**src/include/apap_params.svh**
```systemverilog
// Purpose: constants of the audio pwm / adpcm path
// Assumes: included by its bare name
// Notes:   definitions only
`ifndef APAP_PARAMS_SVH
`define APAP_PARAMS_SVH

// ----------------------------------------
// playback timing
// ----------------------------------------
`define APAP_CNT_HZ      26'd48000000
`define APAP_CNT_BITS    26
`define APAP_RATE_MIN_HZ 16'd8000
`define APAP_RATE_MAX_HZ 16'd48000
`define APAP_PERIOD_BITS 13
`define APAP_PERIOD_RST  13'd6000
`define APAP_PERIOD_MIN  13'd1000

// ----------------------------------------
// record path
// ----------------------------------------
`define APAP_GAIN_UNITY  8'h80
`define APAP_GAIN_MIN    8'h08
`define APAP_ALC_TARGET  16'h6000
`define APAP_ALC_LOW     16'h3000
`define APAP_SHIFT_MIN   4'h4
`define APAP_SHIFT_MAX   4'he
`define APAP_SHIFT_RST   4'h8

`endif

```
**src/include/apap_pkg.sv**
```systemverilog
// Purpose: shared types of the audio pwm / adpcm path
// Assumes: nothing
// Notes:   constants live in apap_params.svh
package apap_pkg;
	typedef logic [15:0] apap_sample_t;
	typedef enum logic {DIV_IDLE, DIV_RUN} apap_div_st_t;
endpackage

```
**src/apap_core.sv**
```systemverilog
// Purpose: audio record conditioning, 4:1 adpcm packing and pwm playback
// Assumes: core clock is the pwm counter clock; samples are two's complement
// Notes:   record and playback run independently; control bits are plain ports
`timescale 1ns/1ps
`include "apap_params.svh"

// Functional notes
// - each pwm pulse is high for a width set by the sample being played.
// - the pulse repetition rate comes from the software sample rate setting.
// - the sample rate setting is honoured anywhere from 8 kHz to 48 kHz.
// - every pwm width and period is counted by one counter at the 48 MHz count rate; the buzzer has its own counter.
// - playback is split into control inputs, a sample fifo, the modulator and a buzzer.
// - the record path hands each conditioned sample on as a 16-bit value to compression.
// - compression turns 16-bit samples into 4-bit codes, a fixed ratio of four to one.
// - the record path applies automatic level control and a noise gate.
// - the record path applies an adjustable volume to the converter output.
module apap_core #(
	parameter int PLAY_DEPTH = 2
) (
	input  wire logic        I_CORE_CLK,
	input  wire logic        I_RST_N,
	input  wire logic [15:0] I_RATE_HZ,
	input  wire logic [15:0] I_PLAY_DATA,
	input  wire logic        I_PLAY_VALID,
	output logic             O_PLAY_READY,
	output logic             O_PWM,
	input  wire logic        I_BUZZ_EN,
	input  wire logic [15:0] I_BUZZ_HALF,
	output logic             O_BUZZER,
	input  wire logic [15:0] I_ADC_DATA,
	input  wire logic        I_ADC_VALID,
	output logic             O_ADC_READY,
	input  wire logic [7:0]  I_VOLUME,
	input  wire logic [15:0] I_GATE_LEVEL,
	output logic [15:0]      O_ADPCM_DATA,
	output logic             O_ADPCM_VALID,
	input  wire logic        I_ADPCM_READY,
	output logic [12:0]      O_PERIOD,
	output logic [7:0]       O_ALC_GAIN
);
	// ----------------------------------------
	// helpers
	// ----------------------------------------
	function automatic logic [15:0] gain_sat(input logic [15:0] x, input logic [7:0] g);
		logic signed [24:0] p;
		p = $signed(x) * $signed({1'b0, g});
		p = p >>> 7;
		if (p > 25'sd32767) begin
			return 16'h7fff;
		end else if (p < -25'sd32768) begin
			return 16'h8000;
		end
		return p[15:0];
	endfunction

	function automatic logic [15:0] mag16(input logic [15:0] x);
		return x[15] ? ((x == 16'h8000) ? 16'h7fff : 16'(-x)) : x;
	endfunction

	// offset-binary sample times period, top bits kept: width lies in [0, period)
	function automatic logic [12:0] scale(input logic [15:0] s, input logic [12:0] per);
		logic [28:0] p;
		p = {~s[15], s[14:0]} * per;
		return p[28:16];
	endfunction

	// ----------------------------------------
	// rate setting and period divider
	// ----------------------------------------
	apap_pkg::apap_div_st_t div_st_q;
	logic [15:0] rate_sel;
	logic [15:0] rate_q;
	logic [16:0] rem_q;
	logic [25:0] quo_q;
	logic [4:0]  bits_q;
	logic [12:0] period_q;
	logic [16:0] rem_sh;
	logic        q_bit;
	logic [12:0] per_nxt;

	always_comb begin
		rate_sel = I_RATE_HZ;
		if (I_RATE_HZ < `APAP_RATE_MIN_HZ) begin
			rate_sel = `APAP_RATE_MIN_HZ;
		end else if (I_RATE_HZ > `APAP_RATE_MAX_HZ) begin
			rate_sel = `APAP_RATE_MAX_HZ;
		end
		rem_sh = {rem_q[15:0], quo_q[25]};
		q_bit  = (rem_sh >= {1'b0, rate_q});
		// period that stands after this edge: the last divide step hands its quotient over
		per_nxt = (div_st_q == apap_pkg::DIV_RUN && bits_q == 5'h01) ? {quo_q[11:0], q_bit} : period_q;
	end

	// serial divide: a rate change costs 27 cycles, the old period runs on meanwhile
	always_ff @(posedge I_CORE_CLK) begin
		if (!I_RST_N) begin
			div_st_q <= apap_pkg::DIV_IDLE;
			rate_q   <= `APAP_RATE_MIN_HZ;
			rem_q    <= '0;
			quo_q    <= '0;
			bits_q   <= '0;
			period_q <= `APAP_PERIOD_RST;
		end else begin
			case (div_st_q)
				apap_pkg::DIV_IDLE: begin
					if (rate_sel != rate_q) begin
						rate_q   <= rate_sel;
						rem_q    <= '0;
						quo_q    <= `APAP_CNT_HZ;
						bits_q   <= 5'(`APAP_CNT_BITS);
						div_st_q <= apap_pkg::DIV_RUN;
					end
				end
				apap_pkg::DIV_RUN: begin
					rem_q  <= q_bit ? 17'(rem_sh - {1'b0, rate_q}) : rem_sh;
					quo_q  <= {quo_q[24:0], q_bit};
					bits_q <= bits_q - 5'h01;
					if (bits_q == 5'h01) begin
						period_q <= {quo_q[11:0], q_bit};
						div_st_q <= apap_pkg::DIV_IDLE;
					end
				end
				default: div_st_q <= apap_pkg::DIV_IDLE;
			endcase
		end
	end

	// ----------------------------------------
	// playback fifo and modulator
	// ----------------------------------------
	logic [15:0] play_data;
	logic        play_valid;
	logic        period_end;
	logic        take;
	logic [12:0] cnt_q;
	logic [12:0] width_q;
	logic        pwm_q;

	apap_fifo2 #(
		.W     (16),
		.DEPTH (PLAY_DEPTH)
	) u_play_fifo (
		.i_clk   (I_CORE_CLK),
		.i_rst_n (I_RST_N),
		.i_valid (I_PLAY_VALID),
		.o_ready (O_PLAY_READY),
		.i_data  (I_PLAY_DATA),
		.o_valid (play_valid),
		.i_ready (take),
		.o_data  (play_data)
	);

	assign period_end = (cnt_q >= period_q - 13'h0001);
	assign take       = period_end;

	always_ff @(posedge I_CORE_CLK) begin
		if (!I_RST_N) begin
			cnt_q <= '0;
		end else begin
			cnt_q <= period_end ? 13'h0000 : cnt_q + 13'h0001;
		end
	end

	always_ff @(posedge I_CORE_CLK) begin
		if (!I_RST_N) begin
			width_q <= '0;
		end else if (period_end && play_valid) begin
			width_q <= scale(play_data, per_nxt);
		end else if (width_q >= per_nxt) begin
			// a shrinking period pulls the held width under it, so no pulse fills its period
			width_q <= per_nxt - 13'h0001;
		end
	end // width held when no sample is waiting

	always_ff @(posedge I_CORE_CLK) begin
		if (!I_RST_N) begin
			pwm_q <= 1'b0;
		end else begin
			pwm_q <= (cnt_q < width_q);
		end
	end
	assign O_PWM    = pwm_q;
	assign O_PERIOD = period_q;

	// ----------------------------------------
	// piezo buzzer
	// ----------------------------------------
	logic [15:0] buzz_cnt_q;
	logic        buzz_q;

	always_ff @(posedge I_CORE_CLK) begin
		if (!I_RST_N || !I_BUZZ_EN) begin
			buzz_cnt_q <= '0;
			buzz_q     <= 1'b0;
		end else if (buzz_cnt_q >= I_BUZZ_HALF) begin
			buzz_cnt_q <= '0;
			buzz_q     <= !buzz_q;
		end else begin
			buzz_cnt_q <= buzz_cnt_q + 16'h0001;
		end
	end
	assign O_BUZZER = buzz_q;

	// ----------------------------------------
	// record conditioning
	// ----------------------------------------
	logic [15:0] vol_s;
	logic [15:0] alc_s;
	logic [15:0] alc_m;
	logic [7:0]  gain_q;
	logic [15:0] rec_q;
	logic        rec_v_q;
	logic        adc_take;
	logic        rec_take;

	assign vol_s    = gain_sat(I_ADC_DATA, I_VOLUME);
	assign alc_s    = gain_sat(vol_s, gain_q);
	assign alc_m    = mag16(alc_s);
	assign adc_take = I_ADC_VALID && O_ADC_READY;
	assign O_ADC_READY = !rec_v_q || rec_take;

	// attack and release both move one step per sample; no hold time by design
	always_ff @(posedge I_CORE_CLK) begin
		if (!I_RST_N) begin
			gain_q <= `APAP_GAIN_UNITY;
		end else if (adc_take) begin
			if (alc_m > `APAP_ALC_TARGET && gain_q > `APAP_GAIN_MIN) begin
				gain_q <= gain_q - 8'h01;
			end else if (alc_m < `APAP_ALC_LOW && gain_q < `APAP_GAIN_UNITY) begin
				gain_q <= gain_q + 8'h01;
			end
		end
	end
	assign O_ALC_GAIN = gain_q;

	always_ff @(posedge I_CORE_CLK) begin
		if (!I_RST_N) begin
			rec_q   <= '0;
			rec_v_q <= 1'b0;
		end else if (adc_take) begin
			rec_q   <= (alc_m < I_GATE_LEVEL) ? 16'h0000 : alc_s;
			rec_v_q <= 1'b1;
		end else if (rec_take) begin
			rec_v_q <= 1'b0;
		end
	end

	// ----------------------------------------
	// 4:1 adpcm: 16-bit sample in, 4-bit code out
	// ----------------------------------------
	logic [3:0]  shift_q;
	logic [15:0] pred_q;
	logic [1:0]  nib_q;
	logic [11:0] pack_q;
	logic        pack_ready;
	logic        pack_push;
	logic signed [16:0] diff;
	logic [16:0] dmag;
	logic [2:0]  code_mag;
	logic [3:0]  code;
	logic signed [17:0] recon;
	logic signed [17:0] pred_n;

	always_comb begin
		diff     = $signed({rec_q[15], rec_q}) - $signed({pred_q[15], pred_q});
		dmag     = diff[16] ? 17'(-diff) : 17'(diff);
		code_mag = ((dmag >> shift_q) > 17'h00007) ? 3'h7 : 3'(dmag >> shift_q);
		code     = {diff[16], code_mag};
		recon    = 18'sd0;
		recon    = 18'(({15'h0000, code_mag} << shift_q) + (18'h00001 << shift_q >> 1));
		pred_n   = diff[16] ? $signed({{2{pred_q[15]}}, pred_q}) - recon
				: $signed({{2{pred_q[15]}}, pred_q}) + recon;
	end

	assign rec_take  = rec_v_q && (nib_q != 2'h3 || pack_ready);
	assign pack_push = rec_v_q && nib_q == 2'h3;

	always_ff @(posedge I_CORE_CLK) begin
		if (!I_RST_N) begin
			shift_q <= `APAP_SHIFT_RST;
			pred_q  <= '0;
			nib_q   <= '0;
			pack_q  <= '0;
		end else if (rec_take) begin
			if (pred_n > 18'sd32767) begin
				pred_q <= 16'h7fff;
			end else if (pred_n < -18'sd32768) begin
				pred_q <= 16'h8000;
			end else begin
				pred_q <= pred_n[15:0];
			end
			if (code_mag >= 3'h4 && shift_q < `APAP_SHIFT_MAX) begin
				shift_q <= shift_q + 4'h1;
			end else if (code_mag < 3'h2 && shift_q > `APAP_SHIFT_MIN) begin
				shift_q <= shift_q - 4'h1;
			end
			pack_q <= {pack_q[7:0], code};
			nib_q  <= nib_q + 2'h1;
		end
	end

	apap_fifo2 #(
		.W     (16),
		.DEPTH (2)
	) u_out_buf (
		.i_clk   (I_CORE_CLK),
		.i_rst_n (I_RST_N),
		.i_valid (pack_push),
		.o_ready (pack_ready),
		.i_data  ({pack_q, code}),
		.o_valid (O_ADPCM_VALID),
		.i_ready (I_ADPCM_READY),
		.o_data  (O_ADPCM_DATA)
	);

	// ----------------------------------------
	// checks
	// ----------------------------------------
	pulse_width_a: assert property (@(posedge I_CORE_CLK) disable iff (!I_RST_N)
		period_end && play_valid |=> width_q == scale($past(play_data), $past(per_nxt)))
		else $error("pulse width does not follow sample");
	width_hold_a: assert property (@(posedge I_CORE_CLK) disable iff (!I_RST_N)
		period_end && !play_valid && width_q < per_nxt |=> $stable(width_q))
		else $error("width changed with no sample");
	rate_range_a: assert property (@(posedge I_CORE_CLK) disable iff (!I_RST_N)
		rate_q >= `APAP_RATE_MIN_HZ && rate_q <= `APAP_RATE_MAX_HZ)
		else $error("rate outside range");
	period_range_a: assert property (@(posedge I_CORE_CLK) disable iff (!I_RST_N)
		period_q >= `APAP_PERIOD_MIN && period_q <= `APAP_PERIOD_RST && width_q < period_q)
		else $error("period or width out of range");
	divide_time_a: assert property (@(posedge I_CORE_CLK) disable iff (!I_RST_N)
		div_st_q == apap_pkg::DIV_IDLE && rate_sel != rate_q
		|=> div_st_q == apap_pkg::DIV_RUN && bits_q == 5'h1a
		##25 div_st_q == apap_pkg::DIV_RUN && bits_q == 5'h01
		##1 div_st_q == apap_pkg::DIV_IDLE)
		else $error("period divide took wrong time");
	counter_wrap_a: assert property (@(posedge I_CORE_CLK) disable iff (!I_RST_N)
		period_end |=> cnt_q == 13'h0000)
		else $error("counter did not wrap");
	noise_gate_a: assert property (@(posedge I_CORE_CLK) disable iff (!I_RST_N)
		adc_take && alc_m < I_GATE_LEVEL |=> rec_v_q && rec_q == 16'h0000)
		else $error("gate let sample through");
	pack_ratio_a: assert property (@(posedge I_CORE_CLK) disable iff (!I_RST_N)
		pack_push && pack_ready |=> nib_q == 2'h0)
		else $error("word emitted off a four-code boundary");
	buzz_off_a: assert property (@(posedge I_CORE_CLK) disable iff (!I_RST_N)
		!I_BUZZ_EN |=> !O_BUZZER)
		else $error("buzzer active while disabled");
endmodule

```
**src/apap_fifo2.sv**
```systemverilog
// Purpose: small valid/ready buffer in the sample path
// Assumes: one clock, synchronous active-low reset
// Notes:   default depth two, so a stall by the reader loses no word
`timescale 1ns/1ps
module apap_fifo2 #(
	parameter int W     = 16,
	parameter int DEPTH = 2
) (
	input  wire logic         i_clk,
	input  wire logic         i_rst_n,
	input  wire logic         i_valid,
	output logic              o_ready,
	input  wire logic [W-1:0] i_data,
	output logic              o_valid,
	input  wire logic         i_ready,
	output logic [W-1:0]      o_data
);
	localparam int AW = (DEPTH > 1) ? $clog2(DEPTH) : 1;

	logic [W-1:0]  mem_q [DEPTH];
	logic [AW-1:0] wr_q;
	logic [AW-1:0] rd_q;
	logic [AW:0]   cnt_q;
	logic          push;
	logic          pop;

	assign o_ready = (cnt_q != (AW+1)'(DEPTH));
	assign o_valid = (cnt_q != '0);
	assign o_data  = mem_q[rd_q];
	assign push    = i_valid && o_ready;
	assign pop     = o_valid && i_ready;

	function automatic logic [AW-1:0] nxt(input logic [AW-1:0] p);
		return (p == AW'(DEPTH - 1)) ? '0 : p + 1'b1;
	endfunction

	always_ff @(posedge i_clk) begin
		if (push) begin
			mem_q[wr_q] <= i_data;
		end
	end

	always_ff @(posedge i_clk) begin
		if (!i_rst_n) begin
			wr_q  <= '0;
			rd_q  <= '0;
			cnt_q <= '0;
		end else begin
			if (push) begin
				wr_q <= nxt(wr_q);
			end
			if (pop) begin
				rd_q <= nxt(rd_q);
			end
			cnt_q <= cnt_q + (AW+1)'(push) - (AW+1)'(pop);
		end
	end

	fifo_bound_a: assert property (@(posedge i_clk) disable iff (!i_rst_n)
		(cnt_q <= (AW+1)'(DEPTH)) and (push && !pop |=> cnt_q == $past(cnt_q) + 1'b1))
		else $error("buffer count out of step");
endmodule

```
**config.mk**
```make
export PLATFORM = sky130hd
export DESIGN_NAME = apap_core
export DESIGN_NICKNAME = d
export VERILOG_FILES = /design/src/include/apap_pkg.sv /design/src/apap_core.sv /design/src/apap_fifo2.sv
export VERILOG_INCLUDE_DIRS = /design/src /design/src/include
export SDC_FILE = /design/constraint.sdc
export NUM_CORES = 2
export LEC_CHECK = 0
export BUFFER_PORTS_ARGS = -buffer_cell sky130_fd_sc_hd__clkbuf_2
export CELL_PAD_IN_SITES_DETAIL_PLACEMENT = 2
export CELL_PAD_IN_SITES_GLOBAL_PLACEMENT = 2
export CORE_MARGIN = 10
export CORE_UTILIZATION = 36
export DETAILED_ROUTE_END_ITERATION = 10
export GPL_TIMING_DRIVEN = 0
export PLACE_DENSITY_LB_ADDON = 0.12
export SLEW_MARGIN = 20
export SYNTH_ARGS = -nofsm -noshare
export SYNTH_HDL_FRONTEND = slang
export SYNTH_SLANG_ARGS = --single-unit
export TNS_END_PERCENT = 20
```
**constraint.sdc**
```tcl
create_clock -name I_CORE_CLK -period 16.1 [get_ports I_CORE_CLK]
set_clock_uncertainty 0.1 [all_clocks]
set_input_delay 1.61 -clock I_CORE_CLK [delete_from_list [all_inputs] [get_ports I_CORE_CLK]]
set_output_delay 1.61 -clock I_CORE_CLK [all_outputs]
set_load 0.02 [all_outputs]
```
==> run_results.csv <==
group,metric,value,unit
sta,fmax,0.0637,GHz
sta,slew_violations,0,
global_routing,overflow,0,
worst_setup_path,cpMaxStageDelayCell,"fa_2",
global_routing,antenna_found_initial,3,
cells_and_area,drive_gt1_share,11.1,%
clocking,cts_hold_buf,0,
sta,post-route-min-period,15.69,ns
cells_and_area,synthToLayoutAreaGrowth,14.0,%
detailed_routing,wirelength,127,mm
clocking,cts.sinks,254,
clocking,cts_max_level,2,
worst_setup_path,required,16.48,ns
hold_path,hp-class,"reg -> reg",
sta,hold_violations,0,
sta,min_period_over_period,97.5,%
cells_and_area,nets,5246,
global_routing,grt_pass1_vias,35000,
worst_setup_path,end_kind,"flop",
logic_synthesis,synth_enable_flop_cells,64,
logic_synthesis,ys_ff_latch,254,
die,row_count,114,
global_routing,grtUsageTotal,23.0,%
placement,postPlaceCellArea,0.0372,sq mm
worst_setup_path,ff2ff_path_depth,44,
logic_synthesis,postSynth.asyncResetShare,0,%
detailed_routing,vias,31300,
logic_synthesis,ys.flop_type,"dfxtp_1",
clocking,cts_made_buffers,36,
sta,slew_headroom,26.5,%
worst_setup_path,slowest_delay,0.60,ns
sta,hold-worst-slack,0.358,ns
status,status,"complete, no violations",
die,core,0.0964,sq mm
cells_and_area,fin_area,0.0397,sq mm
logic_synthesis,yosysSeqAreaShare,16.4,%
placement,gp_congestion,0.865,
worst_setup_path,crit_type,"in -> reg",
sta,worst_pin_slew,1.07,ns
detailed_routing,drt_iter0_drc,1673,
detailed_routing,post_drt_wl_per_cell,22.0,um
clocking,cts.reportedPaths.clkPinSlew,0.06,ns
die,die_h,331,um
die,die_area,0.110,sq mm
clocking,clock-root-buffer,"clkbuf_16",
worst_setup_path,r2r_slack,3.48,ns
global_routing,grt_max_degree,17,
sta,setup_viol,0,
logic_synthesis,synthCells,4248,
placement,dpl.hpwl,102,mm
logic_synthesis,synth.distinct_cells,100,
detailed_routing,ant_nets,0,
logic_synthesis,avgSynthCellArea,8.20,sq um
detailed_routing,first_pass_iters,5,
worst_setup_path,critPathLaunchType,"input pin",
clocking,cts_tree,"done",
placement,portBuffers,135,
die,ioPinCount,136,
worst_setup_path,cp_max_fo,8,
global_routing,grt_pass1_wl,201,mm
worst_setup_path,critPathArrivalTime,16.08,ns
die,start_util,36.1,%
logic_synthesis,yosysWarnings,0,
hold_path,hold-path-cell-count,0,
worst_setup_path,crit_path_frequent_cell,"fa_1",
clocking,clk_latency,0.57,ns
clocking,cts_buffer_depth,3,
logic_synthesis,syn_area,0.0348,sq mm
detailed_routing,drc,0,
detailed_routing,vias_per_cell,5.41,
run,cap_violations,0,
cells_and_area,fin_util,41.2,%
logic_synthesis,syn-num-nets,5019,
die,die-width,331,um
[cell usage in the layout, fill, tap and decap left out, types with 64 or more instances in the layout]
cell type	netlist	routed
inv_1	639	630
nand2_1	464	457
fa_1	361	356
nor2_1	348	343
ha_1	316	299
a21oi_1	223	210
dfxtp_1	190	190
and2_1	177	168
clkbuf_2	0	136
o21ai_0	139	132
clkbuf_1	142	124
xnor2_1	122	120
nand3_1	69	69
nor3_1	71	68
a21o_1	68	67
edfxtp_1	64	64
[worst max-delay path: cells and delay by family]
| family | cells | cell delay [ns] |
|---|---|---|
| AO/OA/AOI/OAI | 17 | 3.13 |
| XOR/XNOR | 2 | 0.42 |
| adder cells (fa/ha/maj) | 12 | 5.20 |
| buffers and inverters | 13 | 1.32 |
| multiplexers | 2 | 0.62 |
| AND/OR/NAND/NOR | 20 | 3.76 |
[state kept, by name, summed over array words and instances, names as in the netlist, 2 cells and up, named ones only]
| signal | flops |
|---|---|
| shift_q | 4 |
| u_play_fifo.cnt_q | 2 |
| pack_q | 12 |
| bits_q | 5 |
| rate_q | 16 |
| buzz_cnt_q | 16 |
| quo_q | 26 |
| cnt_q | 13 |
| rec_q | 16 |
| u_out_buf.mem_q | 32 |
| nib_q | 2 |
| width_q | 13 |
| rem_q | 16 |
| O_PERIOD | 13 |
| pred_q | 16 |
| u_play_fifo.mem_q | 32 |
| u_out_buf.cnt_q | 2 |
| O_ALC_GAIN | 8 |
[worst paths after layout]
kind / from / to
worst max-delay path: I_ADC_DATA[15] / O_ALC_GAIN[7]$_SDFFE_PN1P_
worst min-delay path: pack_q[11]$_SDFFE_PN0P_ / u_out_buf.mem_q[0][15]$_DFFE_PP_
worst max register to register: rec_q[0]$_SDFFE_PN0P_ / pred_q[13]$_SDFFE_PN0P_
worst min register to register: pack_q[11]$_SDFFE_PN0P_ / u_out_buf.mem_q[0][15]$_DFFE_PP_
[area by class of cell]
class                      count  area [sq um]
fill                       11000         56700
multi-input combinational   3188         26900
sequential                   254          5730
inverter                     648          2430
tap                         1276          1600
timing repair buffer         198          1190
clock buffer                  55          1040
buffer                       149           712
clock inverter                10           140
antenna                        1          2.50
[routing by layer]
layer  wire length [um]  up-vias  GRT usage (%)  share of wire [%]
met5                  0        -              0                  0
li1                   -    14600              -                  -
met4               2750        0           5.29                2.2
met2              60900      469           39.0                 48
met3               4140      164           2.59                3.3
met1              59400    16000           31.2                 47
[kinds of logic (layout without fill, tap and decap cells)]
| kind of cell | Yosys count | after routing | synth area share (%) |
|---|---|---|---|
| other | 0 | 1 | 0 |
| DFF | 254 | 254 | 16.4 |
| AOI/OAI and AO/OA | 823 | 823 | 15.8 |
| and+or+nand+nor | 1414 | 1414 | 19.4 |
| buffers and inverters | 806 | 1060 | 8.73 |
| adders and majority gates | 678 | 678 | 32.1 |
| muxes | 88 | 88 | 2.76 |
| xor gates and xnor gates | 185 | 185 | 4.81 |
[what timing repair did]
| item | CTS | global route |
|---|---|---|
| gates resized for setup | 138 | 101 |
| gates cloned | 1 | 0 |
| buffers inserted | 20 | 38 |
| endpoints found under the hold margin | 0 | 0 |
| pin swaps | 19 | 72 |
| endpoints found under the setup margin | 24 | 20 |
[synthesized netlist by cell type (51+ instances only)]
cell / count / area share [%]
a21oi_1: 223 / 3.2
dfxtp_1: 190 / 11
ha_1: 316 / 11
xnor2_1: 122 / 3.1
a211oi_1: 51 / 1.1
nand3_1: 69 / 0.99
edfxtp_1: 64 / 5.5
fa_1: 361 / 21
a21o_1: 68 / 1.5
clkbuf_1: 142 / 1.5
nand2_1: 464 / 5.0
xor2_1: 59 / 1.5
o21ai_0: 139 / 2.0
nor3_1: 71 / 1.0
and2_1: 177 / 3.2
inv_1: 639 / 6.9
nor2_1: 348 / 3.7
[through the flow]
| stage | instances | setup slack, ns | TNS, ns |
|---|---|---|---|
| floorplan | 4248 | 0.145 | 0 |
| global placement | 5659 | -4.11 | -85.60 |
| detailed placement | 5664 | -3.52 | -73.30 |
| CTS | 5744 | 0.00255 | 0 |
| global route | 5778 | -0.161 | -1.33 |
| finish | 5779 | 0.409 | 0 |
Power is not shown: default switching activity piles up to over one toggle a cycle in this logic, so the estimate is an artifact.
